## src/err_mask_pkg.sv

```systemverilog
/*
 * package for the error masking and alert block: widths, mask values, reset values.
 * assumes a single core clock and no register bus; bits arrive as plain ports.
 */
package err_mask_pkg;
    localparam int N_VOLT      = 16;
    localparam int N_TEMP      = 3;
    localparam int N_GPI       = 8;
    localparam int N_TACH      = 4;
    localparam int N_TERM      = 2;
    localparam int N_VRD       = 2;
    localparam int N_PROC      = 2;
    localparam int N_CLASS     = 6;
    localparam int N_ERR       = N_VOLT + N_TEMP + N_GPI + N_TACH + N_TERM + N_VRD + N_PROC;
    localparam int N_STATE     = 4;
    localparam logic [7:0] VOLT_MASK_LIMIT  = 8'hFF;
    localparam logic [7:0] TEMP_MASK_LIMIT  = 8'h80;
    localparam logic [7:0] TACH_MASK_LIMIT  = 8'hFF;
    localparam logic [7:0] USER_MASK_LIMIT  = 8'hFF;
    localparam logic [7:0] VOLT_LIMIT_RESET = 8'hFF;
    localparam logic [7:0] TEMP_LIMIT_RESET = 8'h80;
    localparam int CL_VOLT     = 0;
    localparam int CL_TEMP     = 1;
    localparam int CL_GPI      = 2;
    localparam int CL_TACH     = 3;
    localparam int CL_TERM     = 4;
    localparam int CL_VRD      = 5;
    localparam int OFS_VOLT    = 0;
    localparam int OFS_TEMP    = OFS_VOLT + N_VOLT;
    localparam int OFS_GPI     = OFS_TEMP + N_TEMP;
    localparam int OFS_TACH    = OFS_GPI + N_GPI;
    localparam int OFS_TERM    = OFS_TACH + N_TACH;
    localparam int OFS_VRD     = OFS_TERM + N_TERM;
    localparam int OFS_PROC    = OFS_VRD + N_VRD;
    // sleep states, one-hot
    typedef enum logic [N_STATE-1:0] {
        SLEEP_S0        = 4'h1,
        SLEEP_S1        = 4'h2,
        SLEEP_S3        = 4'h4,
        DEEP_SLEEP_STATE = 4'h8
    } sleep_state_t;
    // classes always masked in each sleep state
    localparam logic [N_CLASS-1:0] FORCE_S1   = 6'h08;
    localparam logic [N_CLASS-1:0] FORCE_S3   = 6'h0B;
    localparam logic [N_CLASS-1:0] FORCE_DEEP = 6'h1B;
    // classes masked by the sleep mask in each state
    localparam logic [N_CLASS-1:0] OPT_S1     = 6'h37;
    localparam logic [N_CLASS-1:0] OPT_S3     = 6'h34;
    localparam logic [N_CLASS-1:0] OPT_DEEP   = 6'h24;
endpackage

```

## src/error_mask_alert_logic.sv

```systemverilog
/*
 * error masking, duplicated management/host error status and alert output.
 * assumes monitored conditions and register write strobes are synchronous single-cycle inputs.
 */
`timescale 1ns/1ps
// Summary of operation
// - masked events never set either status bit
// - masking leaves an already set bit alone
// - voltage high limit FFh masks channel
// - temperature high limit 80h masks channel
// - masked temperature also hides diode faults
// - set input mask bit hides that pin
// - user throttle limit FFh masks status
// - fixed throttle status bits are never masked
// - fixed throttle bits never drive error outputs
// - tach limit FFh masks tach errors
// - termination and regulator bits masked individually
// - alert disabled until enable bit set
// - some classes always masked in sleep
// - some classes masked when sleep mask set
// - bits hold; write one clears if inactive
// - management and host clears are independent
// - standard mode makes management reads clear
// - external reset forces deepest sleep state
module error_mask_alert_logic
    import err_mask_pkg::*;
(
    // clock and resets
    input  wire logic                 ref_clk_i,
    input  wire logic                 arst_n_i,
    input  wire logic                 ext_rst_n_i,
    // monitored conditions
    input  wire logic [N_VOLT-1:0]    volt_err_i,
    input  wire logic [N_TEMP-1:0]    temp_err_i,
    input  wire logic [N_TEMP-1:0]    diode_fault_i,
    input  wire logic [N_GPI-1:0]     gpi_err_i,
    input  wire logic [N_TACH-1:0]    tach_err_i,
    input  wire logic [N_TERM-1:0]    bus_termination_input_i,
    input  wire logic [N_VRD-1:0]     regulator_hot_input_i,
    input  wire logic                 user_throttle_i,
    input  wire logic [N_PROC-1:0]    proc_throttle_status_i,
    // limits and masks
    input  wire logic [N_VOLT*8-1:0]  volt_high_limit_i,
    input  wire logic [N_TEMP*8-1:0]  temp_high_limit_i,
    input  wire logic [N_TACH*8-1:0]  tach_limit_i,
    input  wire logic [7:0]           user_throttle_limit_i,
    input  wire logic [N_GPI-1:0]     gpi_mask_i,
    input  wire logic [N_TERM-1:0]    term_mask_i,
    input  wire logic [N_VRD-1:0]     vrd_mask_i,
    input  wire logic [N_CLASS-1:0]   sleep_mask_i,
    // configuration
    input  wire logic                 alert_en_i,
    input  wire logic                 std_mode_i,
    input  wire logic                 sleep_wr_i,
    input  wire logic [N_STATE-1:0]   sleep_wdata_i,
    // status access
    input  wire logic [N_ERR-1:0]     mgmt_clr_i,
    input  wire logic [N_ERR-1:0]     host_clr_i,
    input  wire logic                 mgmt_rd_i,
    // status and outputs
    output logic      [N_ERR-1:0]     mgmt_status_o,
    output logic      [N_ERR-1:0]     host_status_o,
    output logic                      user_throttle_status_o,
    output logic      [N_STATE-1:0]   sleep_state_o,
    output logic                      mgmt_error_out_o,
    output logic                      host_error_out_o,
    output logic                      alert_o,
    output logic                      alert_oe_n_o
);

////////////////////////////////////////////////////////////////////////////////

    typedef struct packed {
        logic [N_ERR-1:0]   mgmt_reg;
        logic [N_ERR-1:0]   host_reg;
        logic               user_reg;
        sleep_state_t       sleep_reg;
        logic               alert_reg;
        logic               mgmt_out_reg;
        logic               host_out_reg;
    } state_t;

    state_t                 st_reg;
    state_t                 st_next;
    logic [N_ERR-1:0]       cond;
    logic [N_ERR-1:0]       unmask;
    logic [N_CLASS-1:0]     sleep_cl;
    logic [N_ERR-1:0]       alertable;

////////////////////////////////////////////////////////////////////////////////

    // sleep-state class masks
    always_comb
    begin
        case (st_reg.sleep_reg)
            SLEEP_S0:         sleep_cl = '0;
            SLEEP_S1:         sleep_cl = FORCE_S1 | (OPT_S1 & sleep_mask_i);
            SLEEP_S3:         sleep_cl = FORCE_S3 | (OPT_S3 & sleep_mask_i);
            DEEP_SLEEP_STATE: sleep_cl = FORCE_DEEP | (OPT_DEEP & sleep_mask_i);
            default:          sleep_cl = FORCE_DEEP;
        endcase
    end

    // per-bit unmask and raw conditions
    always_comb
    begin
        cond   = {proc_throttle_status_i, regulator_hot_input_i, bus_termination_input_i,
                  tach_err_i, gpi_err_i, temp_err_i | diode_fault_i, volt_err_i};
        unmask = '1;
        for (int i = 0; i < N_VOLT; i++)
            unmask[OFS_VOLT+i] = (volt_high_limit_i[i*8 +: 8] != VOLT_MASK_LIMIT) && !sleep_cl[CL_VOLT];
        for (int i = 0; i < N_TEMP; i++)
            unmask[OFS_TEMP+i] = (temp_high_limit_i[i*8 +: 8] != TEMP_MASK_LIMIT) && !sleep_cl[CL_TEMP];
        for (int i = 0; i < N_GPI; i++)
            unmask[OFS_GPI+i]  = !gpi_mask_i[i] && !sleep_cl[CL_GPI];
        for (int i = 0; i < N_TACH; i++)
            unmask[OFS_TACH+i] = (tach_limit_i[i*8 +: 8] != TACH_MASK_LIMIT) && !sleep_cl[CL_TACH];
        for (int i = 0; i < N_TERM; i++)
            unmask[OFS_TERM+i] = !term_mask_i[i] && !sleep_cl[CL_TERM];
        for (int i = 0; i < N_VRD; i++)
            unmask[OFS_VRD+i]  = !vrd_mask_i[i] && !sleep_cl[CL_VRD];
        // fixed throttle bits stay unmasked
        for (int i = 0; i < N_PROC; i++)
            unmask[OFS_PROC+i] = 1'b1;
    end

    // fixed throttle bits are informational only
    always_comb
    begin
        alertable = '1;
        alertable[OFS_PROC +: N_PROC] = '0;
    end

////////////////////////////////////////////////////////////////////////////////

    always_comb
    begin
        st_next = st_reg;
        // set wins over clear; clear only when cause gone; masking never clears
        st_next.mgmt_reg = (st_reg.mgmt_reg & ~((mgmt_clr_i | {N_ERR{mgmt_rd_i & std_mode_i}}) & ~cond))
                           | (cond & unmask);
        st_next.host_reg = (st_reg.host_reg & ~(host_clr_i & ~cond))
                           | (cond & unmask);
        st_next.user_reg = st_reg.user_reg | (user_throttle_i && user_throttle_limit_i != USER_MASK_LIMIT);
        if (mgmt_clr_i[0] && !user_throttle_i)
            st_next.user_reg = 1'b0;
        if (!ext_rst_n_i)
            st_next.sleep_reg = DEEP_SLEEP_STATE;
        else if (sleep_wr_i)
        begin
            case (sleep_wdata_i)
                SLEEP_S0, SLEEP_S1, SLEEP_S3, DEEP_SLEEP_STATE:
                    st_next.sleep_reg = sleep_state_t'(sleep_wdata_i);
                default:
                    st_next.sleep_reg = st_reg.sleep_reg;
            endcase
        end
        st_next.mgmt_out_reg = |(st_next.mgmt_reg & alertable);
        st_next.host_out_reg = |(st_next.host_reg & alertable);
        st_next.alert_reg    = alert_en_i && |(st_next.host_reg & alertable);
    end

    always_ff @(posedge ref_clk_i or negedge arst_n_i)
    begin
        if (!arst_n_i)
        begin
            st_reg <= '{mgmt_reg: '0, host_reg: '0, user_reg: 1'b0, sleep_reg: SLEEP_S0,
                        alert_reg: 1'b0, mgmt_out_reg: 1'b0, host_out_reg: 1'b0};
        end
        else
        begin
            st_reg <= st_next;
        end
    end

////////////////////////////////////////////////////////////////////////////////

    assign mgmt_status_o          = st_reg.mgmt_reg;
    assign host_status_o          = st_reg.host_reg;
    assign user_throttle_status_o = st_reg.user_reg;
    assign sleep_state_o          = st_reg.sleep_reg;
    assign mgmt_error_out_o       = st_reg.mgmt_out_reg;
    assign host_error_out_o       = st_reg.host_out_reg;
    // open-drain alert: output low, enable low while pulling down
    assign alert_o                = 1'b0;
    assign alert_oe_n_o           = !st_reg.alert_reg;

////////////////////////////////////////////////////////////////////////////////

    masked_never_set_a: assert property (@(posedge ref_clk_i) disable iff (!arst_n_i)
        (!st_reg.host_reg[OFS_VOLT+5] && !st_reg.mgmt_reg[OFS_VOLT+5]
         && volt_high_limit_i[5*8 +: 8] == VOLT_MASK_LIMIT)
        |=> (!st_reg.host_reg[OFS_VOLT+5] && !st_reg.mgmt_reg[OFS_VOLT+5])) else $error("masked voltage bit set");
    mask_keeps_bit_a: assert property (@(posedge ref_clk_i) disable iff (!arst_n_i)
        (st_reg.host_reg[0] && !host_clr_i[0]) |=> st_reg.host_reg[0]) else $error("status bit lost");
    temp_mask_a: assert property (@(posedge ref_clk_i) disable iff (!arst_n_i)
        (temp_high_limit_i[15:8] == TEMP_MASK_LIMIT && !st_reg.host_reg[OFS_TEMP+1]
         && !st_reg.mgmt_reg[OFS_TEMP+1])
        |=> (!st_reg.host_reg[OFS_TEMP+1] && !st_reg.mgmt_reg[OFS_TEMP+1]))
        else $error("masked temperature set");
    gpi_mask_a: assert property (@(posedge ref_clk_i) disable iff (!arst_n_i)
        (gpi_err_i[0] && !gpi_mask_i[0] && st_reg.sleep_reg == SLEEP_S0) |=> st_reg.mgmt_reg[OFS_GPI])
        else $error("unmasked input not latched");
    proc_no_out_a: assert property (@(posedge ref_clk_i) disable iff (!arst_n_i)
        (st_reg.host_reg[OFS_PROC-1:0] == '0) |-> !st_reg.alert_reg) else $error("throttle bit raised alert");
    alert_enable_a: assert property (@(posedge ref_clk_i) disable iff (!arst_n_i)
        !alert_en_i |=> !st_reg.alert_reg) else $error("alert while disabled");
    clr_cond_a: assert property (@(posedge ref_clk_i) disable iff (!arst_n_i)
        (st_reg.mgmt_reg[1] && mgmt_clr_i[1] && !cond[1]) |=> !st_reg.mgmt_reg[1]) else $error("clear ignored");
    side_indep_a: assert property (@(posedge ref_clk_i) disable iff (!arst_n_i)
        (st_reg.host_reg[1] && mgmt_clr_i[1] && !host_clr_i[1]) |=> st_reg.host_reg[1])
        else $error("host bit cleared from management side");
    read_clear_a: assert property (@(posedge ref_clk_i) disable iff (!arst_n_i)
        (std_mode_i && mgmt_rd_i && cond == '0) |=> st_reg.mgmt_reg == '0) else $error("read did not clear");
    ext_reset_a: assert property (@(posedge ref_clk_i) disable iff (!arst_n_i)
        !ext_rst_n_i |=> st_reg.sleep_reg == DEEP_SLEEP_STATE) else $error("sleep not forced deep");
    dual_set_a: assert property (@(posedge ref_clk_i) disable iff (!arst_n_i)
        (cond & unmask) != '0 |=> ((st_reg.mgmt_reg & st_reg.host_reg) != '0)) else $error("sides not set together");

endmodule

```

## config.mk

```make
export PLATFORM = sky130hd
export DESIGN_NAME = error_mask_alert_logic
export DESIGN_NICKNAME = d
export VERILOG_FILES = /design/src/err_mask_pkg.sv /design/src/error_mask_alert_logic.sv
export SDC_FILE = /design/constraint.sdc
export NUM_CORES = 1
export LEC_CHECK = 0
export ABC_AREA = 1
export BUFFER_PORTS_ARGS = -buffer_cell sky130_fd_sc_hd__buf_2
export CORE_AREA = 5 5 160 162
export CTS_CLUSTER_DIAMETER = 100
export DETAILED_ROUTE_END_ITERATION = 6
export DIE_AREA = 0 0 165 167
export HOLD_SLACK_MARGIN = 0.08
export PLACE_DENSITY = 0.48
export SLEW_MARGIN = 30
export SYNTH_ARGS = -nofsm -noshare
export SYNTH_HDL_FRONTEND = slang
export SYNTH_SLANG_ARGS = --single-unit
```

## constraint.sdc

```tcl
create_clock -name ref_clk_i -period 2.06 [get_ports ref_clk_i]
set_input_delay 0.412 -clock ref_clk_i [delete_from_list [all_inputs] [get_ports ref_clk_i]]
set_output_delay 0.412 -clock ref_clk_i [all_outputs]
set_load 0.01 [all_outputs]
```

After elaboration in Yosys (flattened, before gate mapping). Index checks and enable logic that the tools add are counted.

Eq/ne operators: 34. Multiplexer cells: 5. Bitwise gates (word level): 14. Reductions and logical operators: 62.

Operators by type and width (number): inequality test 8 bit (second input constant) (24); AND 37 bit (5); inverter 37 bit (3); OR 37 bit (3); OR reduction 35 bit (2); logical AND 1 bit (38); case mux 6 bit (4 select lines) (1); logical NOT 1 bit (20); two-way mux 4 bit (3); equality test 4 x 1 -> 1 bit (second input constant) (2); equality test 4 x 2 -> 1 bit (second input constant) (2); equality test 4 x 3 -> 1 bit (second input constant) (2); equality test 4 bit (second input constant) (2); inequality test 2 x 1 -> 1 bit (second input constant) (2); OR reduction 4 bit (1); OR 3 bit (1); AND reduction 2 bit (1); AND 1 bit (1); two-way mux 1 bit (1); OR 1 bit (1).

Bits in registers: 82. Input port bits: 336. Output and inout port bits: 83. Word-level logic and storage cells: 122.

Logic depth before layout (Yosys ltp). Gate-level depths: netlist of run 1.

Depth after elaboration: 8. Gate-level depth with buffers: 14. Mapped depth without buffers: 14.

Worst setup path after synthesis of run 1. Ideal clock, no wire load.

Path kind: flip-flop to flip-flop. Start: reg st_reg, in the netlist sleep_state_o[1]. End: reg st_reg, in the netlist host_error_out_o. Library setup time: 118 ps. Arrival time: 1538 ps. Slack: 404 ps. Cell stages (with the launch flop): 14. Path buffers: 1. Cell sequence: dfrtp_1 -> nor2_1 -> nand3_2 -> nand2_2 -> nand2_2 -> buf_6 -> nand2_1 -> nand2_1 -> nor2_1 -> nand2_1 -> nor2_1 -> nand2_1 -> nor2_2 -> inv_1.

RTL lines: start: declaration (line error_mask_alert_logic.sv:83) `state_t st_reg;`; start signal: assignment (line error_mask_alert_logic.sv:167) `st_reg <= '{mgmt_reg: '0, host_reg: '0, user_reg: 1'b0, sleep_reg: SLEEP_S0,`; start signal: assignment (line error_mask_alert_logic.sv:172) `st_reg <= st_next;`.

==> results of run 1 <==
## report_power, final
part / leakage (nW) / internal (mW) / switching (mW)
Sequential: 1.06 / 1.74 / 0.0753
Combinational: 3.48 / 0.555 / 0.650
Clock: 0.152 / 1.01 / 0.693
Total: 4.70 / 3.31 / 1.42
## layout make-up
type	instances	area, sq um
clock buffer	11	252.7
clock inverter	5	60.06
timing repair buffer	446	2384
inverter	80	300.3
multi-input combinational	521	2385
fill	2696	16120
tap	324	405.4
sequential	82	2054
antenna	2	5.005
## cell usage after synthesis
cell,instances,area share
sky130_fd_sc_hd__a21boi_0,3,0.0043
sky130_fd_sc_hd__a21boi_1,1,0.0014
sky130_fd_sc_hd__a21oi_1,4,0.0038
sky130_fd_sc_hd__buf_2,3,0.0029
sky130_fd_sc_hd__buf_4,79,0.11
sky130_fd_sc_hd__buf_6,3,0.0065
sky130_fd_sc_hd__clkbuf_1,1,0.00072
sky130_fd_sc_hd__clkinv_1,1,0.00072
sky130_fd_sc_hd__conb_1,1,0.00072
sky130_fd_sc_hd__dfrtp_1,81,0.39
sky130_fd_sc_hd__dfstp_2,1,0.0050
sky130_fd_sc_hd__inv_1,79,0.057
sky130_fd_sc_hd__nand2_1,232,0.17
sky130_fd_sc_hd__nand2_2,5,0.0060
sky130_fd_sc_hd__nand3_1,10,0.0096
sky130_fd_sc_hd__nand3_2,2,0.0038
sky130_fd_sc_hd__nand3_4,1,0.0034
sky130_fd_sc_hd__nand3b_1,1,0.0014
sky130_fd_sc_hd__nand3b_2,1,0.0022
sky130_fd_sc_hd__nand4_1,10,0.012
sky130_fd_sc_hd__nor2_1,161,0.12
sky130_fd_sc_hd__nor2_2,4,0.0048
sky130_fd_sc_hd__nor3_1,4,0.0038
sky130_fd_sc_hd__o211ai_1,1,0.0014
sky130_fd_sc_hd__o21a_1,13,0.019
sky130_fd_sc_hd__o21ai_0,55,0.053
sky130_fd_sc_hd__o21ai_1,6,0.0058
sky130_fd_sc_hd__o21bai_1,1,0.0014
sky130_fd_sc_hd__o22ai_1,2,0.0024
sky130_fd_sc_hd__o31ai_1,2,0.0029
## worst reg2reg max path, delay by kind of cell, from the launching register on
| kind | cells | cell delay (ns) |
|---|---|---|
| compound gates | 1 | 0.15 |
| buf+inv | 3 | 0.48 |
| simple gates | 9 | 0.69 |
| flops | 1 | 0.58 |
## repair_timing
action | CTS | global route
endpoints found under the setup margin | 3 | 3
pin swaps | 2 | 9
cloned | 1 | 1
setup buffers | 3 | 5
hold buffers | 1 | 0
hold endpoints to repair | 20 | 0
resized for setup | 10 | 42
## cell families after synthesis
family                 count (synthesis)  synth area share
and+or+nand+nor                      431            0.3297
buffers and inverters                166            0.1812
AOI/OAI and AO/OA                     88           0.09494
DFF                                   82            0.3934
other                                  1         0.0007186
## per-layer routing
metal / vias to the layer above / wire length (um) / GRT usage
met3: 22 / 1491 / 0.03485
li1: 3042 / - / -
met5: - / 27 / 0
met1: 2529 / 8788 / 0.1731
met4: 4 / 308 / 0.04123
met2: 217 / 10460 / 0.2491
## metrics by stage
| step | util | area (sq um) | setup TNS, ns | worst slack (ns) |
|---|---|---|---|---|
| finish | 0.3274 | 7846 | 0 | 0.09428 |
| global route | 0.3274 | 7846 | -0.1953 | -0.07625 |
| CTS | 0.3189 | 7642 | 0 | 0.007580 |
| detailed placement | 0.3026 | 7251 | -0.1720 | -0.07473 |
| global placement | 0.3026 | 7251 | -0.1257 | -0.05229 |
| floorplan | - | 5219 | 0 | 0.4039 |
## worst max path at each step
stage / startpoint / to / slack [ns] / cells past startpoint
floorplan: sleep_state_o[1] / host_error_out_o / 0.40 / 13
global placement: sleep_state_o[0] / host_error_out_o / -0.05 / 12
detailed placement: sleep_state_o[1] / mgmt_error_out_o / -0.07 / 11
CTS: sleep_state_o[0] / st_reg[2] / 0.008 / 12
global route: sleep_state_o[0] / host_error_out_o / -0.08 / 13
finish: sleep_state_o[0] / st_reg[2] / 0.09 / 13
==> results.md, run 1 <==
Status:
- The run finished with clean final reports.

Timing:
- The worst hold-check slack is 0.2583 ns.
- Setup repair after global routing could not meet its margin everywhere.
- Based on the critical path, the design can be clocked at up to between 0.5 and 0.6 GHz.
- The clock period minus worst slack is 1.966 ns.
- The clock tree skew after final layout is between 0.01 and 0.015 ns.
- Setup violations remaining at the end of the flow were counted as 0.
- The count of endpoints failing hold in the final timing report is 0.
- The count of final max-slew check failures is 0.
- In the finished design, the share of the clock period the worst path needs comes to 0.9542.

Layout:
- The number of non-filler instances in the completed layout is about 1500.
- The area added between synthesis and finish is 50.35%.
- The share of cells above drive strength 1 is 0.4376.
- The post-layout net count is 1476.
- Leaving out fill and tap cells, the most frequent cell in the layout is sky130_fd_sc_hd__buf_2.
- In the layout the commonest cells are 415 x sky130_fd_sc_hd__buf_2, 230 x sky130_fd_sc_hd__nand2_1, 149 x sky130_fd_sc_hd__nor2_1.

Clock tree:
- No sink is reached through more buffers than the 2 on the longest clock path.
- In this run the number of H-tree levels came out at 3.
- For the worst-skew pair, the clock arrives at the later sink with an insertion delay of between 0.3 and 0.4 ns.
- The number of clock sinks is slightly above 80.
- The clock root buffer is sky130_fd_sc_hd__clkbuf_16.
- In this run, CTS created clock tree buffers numbering 9.
- Clock-pin slew was measured on the worst setup and hold paths at 0.07 ns.
- TritonCTS built the clock tree.

Setup path:
- Walking the worst path, the cells encountered are buf_4, nor2_4, nand3_4, nand3_4, buf_12, o21ai_1, nor2_1, nand2_1, nor2_1, buf_4, nand2_2, nor2_2, nor2_2.
- The setup check on the worst reg-to-reg path leaves a slack of 0.09 ns.
- The worst setup path is captured at a flip-flop.
- Data on the critical path is required at its endpoint by between 2 and 2.5 ns.
- The largest incremental delay on the critical path is 0.58 ns.
- By startpoint and endpoint, the worst setup path is classified as reg2reg.
- STA classifies the critical path startpoint as a flip-flop.
- The critical path data arrival time is 2.24 ns.
- Together, buffers and inverters on the worst path number 3.
- The reg-to-reg critical path endpoint is st_reg[2].
- The slowest stage cell on the critical path is sky130_fd_sc_hd__dfstp_2.
- The kind of cell with the highest combined delay on the critical path is simple AND/OR/NAND/NOR gates.
- The reg-to-reg critical path startpoint is sleep_state_o[0].
- The critical-path maximum fanout is 6.
- Measured in cells, the most critical reg-to-reg path has a length of 13.

Worst hold path:
- The path with the worst hold slack has its endpoint at mgmt_status_o[36].
- The tightest min-delay check is of the in2reg type.
- In this run the most critical hold path is launched from mgmt_clr_i[36].
- The hold-critical path depth is 2.

Synthesis:
- After synthesis the cells add up to between 0.005 and 0.006 sq mm.
- The synthesis-stage register bit count is 82.
- The synthesized netlist cell count is roughly 770.
- The number of different library cells in the post-synthesis netlist is 30.
- For this run, the number of Yosys warnings is 0.
- The number of nets produced by synthesis is 1104.
- The mean cell area of the mapped netlist is about 6.8 sq um.
- Of the synthesized area, sequential elements account for 0.3934.

Route:
- The pre-antenna-repair detailed-routing pass consisted of 4 iterations.
- After detailed routing, the average wire length per cell comes to 14.33 um.
- Wires add up to 21.08 mm.
- The routed layout has 5814 vias.
- After detailed routing, the number of vias per cell comes to ~4.0.
- The antenna violation net count after detailed routing is 0.
- After detailed routing, the number of remaining DRC violations is 0.
- The DRC violation total after the first TritonRoute iteration is 182.

Global routing:
- The number of global-route vias before repair came to 5766.
- The first global-routing pass estimated roughly 30 mm of wire.
- The global router's overall resource usage is 0.1428.
- The pin count of the biggest net entering global routing is 44.
- The total overflow left after global routing is 0.
- The number of antenna violations at the first check in global routing was 4.

Power and ir drop:
- The leakage power figure is about 4.7 nW.
- The peak ir drop on the vdd network is 0.2943 mV.
- The power per cell area is 602.4 mW/mm^2.
- The total power consumption of the routed design is approximately 4.7 mW.

Die:
- The horizontal extent of the die is 165 um.
- The area of the core region is about 0.024 sq mm.
- For this design the top-level I/O count stands at 419.
- The number of placement rows is 57.
- The floorplan step defined a die boundary enclosing roughly 0.028 sq mm.
- For this configuration, the core starts out at a cell density of 0.2178.
- Measured along the y axis, the die boundary spans approximately 170 um.

Placed design:
- The congestion estimate from routability-driven global placement came to 0.8372.
- The number of cells in the design after placement is 1442.
- In this run the tool buffered the top-level ports with 416 buffer cells.
- Detailed placement finished with a half-perimeter wire length of 17.98 mm.

Flow run:
- The tool flagged a number of max-cap violations equal to 0.
No activity file was read; power rests on OpenSTA's default activity.
==> run 2, diff against run 1 <==
--- a/config.mk
+++ b/config.mk
@@ -5,14 +5,15 @@
 export SDC_FILE = /design/constraint.sdc
 export NUM_CORES = 1
 export LEC_CHECK = 0
-export ABC_AREA = 1
 export BUFFER_PORTS_ARGS = -buffer_cell sky130_fd_sc_hd__buf_2
+export CELL_PAD_IN_SITES_DETAIL_PLACEMENT = 1
+export CELL_PAD_IN_SITES_GLOBAL_PLACEMENT = 1
 export CORE_AREA = 5 5 160 162
 export CTS_CLUSTER_DIAMETER = 100
 export DETAILED_ROUTE_END_ITERATION = 6
 export DIE_AREA = 0 0 165 167
 export HOLD_SLACK_MARGIN = 0.08
-export PLACE_DENSITY = 0.48
+export PLACE_DENSITY = 0.66
 export SLEW_MARGIN = 30
 export SYNTH_ARGS = -nofsm -noshare
 export SYNTH_HDL_FRONTEND = slang
==> run 2 against run 1 <==
  * The flow now finishes with violations (setup timing)
  * Sequential power is 4% lower
  * Design area increased by 7.2%
  * Critical path depth decreased by 6
  * Setup slack lost 0.45 ns
  * Non-clock buffer count up 77
  * Critical endpoint is now host_error_out_o
  * Largest cell class is now buffers
==> results.md, run 2 <==
Synthesis:
- The number of enable-type register cells in the synthesized netlist is 0 (unchanged).
- After synthesis, the cell types taking the most area are sky130_fd_sc_hd__dfrtp_1 40%, sky130_fd_sc_hd__buf_4 12%, sky130_fd_sc_hd__inv_1 6.1%.
- The netlist area before placement is 0.005105 sq mm (-2.2%).
- The commonest cells after synthesis are 83 x sky130_fd_sc_hd__inv_1, 81 x sky130_fd_sc_hd__dfrtp_1, 80 x sky130_fd_sc_hd__buf_4.
- The cell with the most instances after synthesis is sky130_fd_sc_hd__inv_1.
- The top cell type's share of synthesized area was 0.3971 (+0.008663).
- For this run, the leading register cell type out of synthesis is sky130_fd_sc_hd__dfrtp_1.
- The number of different library cells in the post-synthesis netlist is 53 (+77%).
- The synthesis-stage register bit count was 82 (unchanged).
- The number of nets produced by synthesis is 920 (-17%).
- The mean cell area of the mapped netlist is 8.741 sq um (+29%).
- The sequential-to-total area share from yosys stat was 0.4022 (+0.008775).
- The synthesized netlist cell count is 584 (-24%).
- The share of synthesized flip-flops with an asynchronous set or reset is 1.000 (unchanged).
- The synthesized design spends more area on one cell type than any other, namely sky130_fd_sc_hd__dfrtp_1.
- The count of synthesis-stage warnings from yosys is 0 (unchanged).

Layout:
- The post-layout net count is 1361 (-7.8%).
- The final cell area excluding filler cells is 0.008413 sq mm (+7.2%).
- The number of non-filler instances in the completed layout is 1355 (-7.9%).
- The most common library cell in the layout ignoring fill and taps is sky130_fd_sc_hd__buf_2.
- The flip-flop and latch area is 0.002054 sq mm (unchanged).
- Leaving out fill and tap cells, the most frequent cells in the layout are 416 x sky130_fd_sc_hd__buf_2, 94 x sky130_fd_sc_hd__buf_4, 83 x sky130_fd_sc_hd__inv_1.
- Relative to the synthesized area, the layout overhead comes to 64.80%.
- The share of cells above drive strength 1 is 0.5631 (+0.1256).
- The area occupied by multi-input gates is 0.002310 sq mm (-3.1%).
- The count of fill cells added during filler insertion was 2962 (+9.9%).

Route:
- The antenna violation net count after detailed routing was 0 (unchanged).
- The wire length reported by the detailed router is 25.82 mm (+22%).
- The count of unresolved DRC violations after routing was 0 (unchanged).
- The number of detailed-route iterations in the first pass is 4 (unchanged).
- The DRC violation total after the first TritonRoute iteration is 182 (unchanged).
- The overall via count from detail_route came to 6044 (+4.0%).
- The routed length per instance is 19.05 um (+33%).
- The post-detailed-route via-to-cell ratio is 4.461 (+13%).

Global routing:
- The number of antenna violations at the first check in global routing is 3 (-1).
- The pin count of the biggest net entering global routing came to 43 (-2.3%).
- The global router's overall resource usage is 0.1767 (+0.03385).
- The overall overflow remaining after global route is 0 (unchanged).
- The global-route wire length before repair was 37.47 mm (+24%).
- The number of global-route vias before repair is 6747 (+17%).

Die:
- The die area came to 0.02756 sq mm (unchanged).
- The number of placement rows is 57 (unchanged).
- The horizontal extent of the die is 165 um (unchanged).
- The total I/O pin count is 419 (unchanged).
- The vertical die dimension was 167 um (unchanged).
- The area of the core region is 0.02396 sq mm (unchanged).
- The starting utilization of the core area came to 0.2130 (-0.004751).

Power and ir drop:
- The peak ir drop on the vdd network is 0.2764 mV (-6.1%).
- The power per cell area is 549.1 mW/mm^2 (-8.9%).
- The leakage power figure came to 4.464 nW (-4.9%).
- The total power consumption of the routed design came to 4.619 mW (-2.3%).

Status:
- The flow ran to the end, but the final reports show violations.
- The checks that failed: setup timing.

Clock tree:
- CTS placed an instance of sky130_fd_sc_hd__clkbuf_16 at the clock tree root.
- The number of H-tree levels is 3 (unchanged).
- The largest buffer count on any clock path is 2 (unchanged).
- The number of clock sinks came to 82 (unchanged).
- The CTS tree is built.
- The clock transition at the registers of the reported paths came to 0.07 ns (about the same).
- The number of buffers added by the clock tree synthesis step is 9 (unchanged).
- The insertion delay of the later-clocked pin in the worst-skew pair is 0.34 ns (about the same).

Placed design:
- The HPWL after detailed placement came to 22.26 mm (+24%).
- The final weighted congestion of routability-driven global placement is 0.8495 (+1.5%).
- The number of port buffers is 416 (unchanged).
- The minimum setup slack after placement is -0.5560 ns (-0.4812 ns).
- The post-placement cell area was 0.007726 sq mm (+6.6%).
- The number of cells in the design after placement is 1324 (-8.2%).

Setup path:
- The largest incremental delay on the critical path is 0.56 ns (-0.02 ns).
- The critical-path maximum fanout was 10 (+4).
- The signal on the critical path passes through nor4b_4, buf_6, a221oi_2, o22a_1, nand3b_1, or4_4, or4_1.
- The endpoint kind of the worst setup timing path is a flip-flop.
- The worst setup path is of the reg2reg kind.
- The count of buffering cells on the critical path with inverters included is 1 (-2).
- The reg-to-reg critical path startpoint is sleep_state_o[0].
- The kind of cell with the highest combined delay along the critical path is simple AND/OR/NAND/NOR gates.
- The cell depth of the worst flop-to-flop path is 7 (-6).
- The data required time of the worst path came to 2.27 ns (-0.06 ns).
- The slack of the worst reg-to-reg path is -0.36 ns (-0.45 ns).
- The critical path data arrival time is 2.62 ns (+0.38 ns).
- The reg-to-reg critical path endpoint is host_error_out_o.
- The worst setup path is launched from a flip-flop.
- The logic depth of the worst setup path including buffers came to 7 (-6).
- The slowest stage of the critical path is the sky130_fd_sc_hd__or4_4 cell.

Worst hold path:
- The class of the most critical hold timing path is in2reg.
- The start point of the worst hold path is mgmt_clr_i[0].
- The hold-critical path depth is 2 (unchanged).
- For hold timing, the worst endpoint is user_throttle_status_o.

Timing:
- The clock period minus worst slack was 2.418 ns (+0.4525 ns).
- The final period utilization is 1.174 (+0.2196).
- The clock tree skew after final layout was 0.01388 ns (+0.003422 ns).
- The count of final max-slew check failures is 0 (unchanged).
- The worst setup margin came to -0.3582 ns (-0.4525 ns).
- The count of endpoints failing hold in the final timing report is 0 (unchanged).
- The highest clock rate is 0.4135 GHz (-19%).
- The count of endpoints failing setup in the final report is 3 (+3).
- Setup repair after global routing could not meet its margin everywhere.

Flow run:
- The reported max-cap violation count is 0 (unchanged).
## run 2: cell families after synthesis
logic type | share of synthesized area
xor+xnor | 0.003432
buf+inv | 0.1949
compound gates | 0.2238
simple gates | 0.1691
flops | 0.4022
other cells | 0.0007346
mux | 0.005883
## run 2: power breakdown
| part | internal (mW) | switching (mW) |
|---|---|---|
| clock | 1.07 | 0.676 |
| combinational | 0.599 | 0.527 |
| sequential | 1.69 | 0.0601 |
| total | 3.36 | 1.26 |
## run 2: what timing repair did
action | 4_1_cts | 5_1_grt
resized for setup | 32 | 13
hold buffers | 1 | 0
pin swaps | 8 | 4
setup buffers | 9 | 2
gates cloned | 1 | 1
hold endpoints to repair | 13 | 0
endpoints found under the setup margin | 3 | 6
## run 2: worst max path at each step
stage / from / end
floorplan: sleep_state_o[2] / host_error_out_o
global placement: sleep_state_o[0] / host_error_out_o
detailed placement: sleep_state_o[0] / mgmt_error_out_o
global route: sleep_state_o[0] / host_error_out_o
CTS: sleep_state_o[1] / host_error_out_o
finish: sleep_state_o[0] / host_error_out_o
## run 2: cell type report
type,count,share of cell area
repair buffers,523,0.3586
multi-input cells,326,0.2745
clock buffers,12,0.02811
diodes,1,0.0002974
clock inverters,4,0.009072
well taps,324,0.04819
flip-flops and latches,82,0.2442
inverters,83,0.03703
## run 2: metal layers
layer	track usage	wire (um)	up-vias
li1	-	-	2921
met1	0.2006	9962	2845
met2	0.3207	13340	246
met3	0.05042	2046	30
met4	0.04665	450	2
met5	0	13	-
## run 2: stage by stage
| step | utilization | setup TNS [ns] | hold slack, ns |
|---|---|---|---|
| 2_1_floorplan | - | -0.5420 | 0.1164 |
| 3_3_place_gp | 0.3224 | -1.501 | 0.2996 |
| 3_5_place_dp | 0.3224 | -1.574 | 0.2996 |
| 4_1_cts | 0.3470 | -1.072 | 0.2474 |
| 5_1_grt | 0.3511 | -1.392 | 0.2601 |
| 6_report | 0.3511 | -1.007 | 0.2687 |
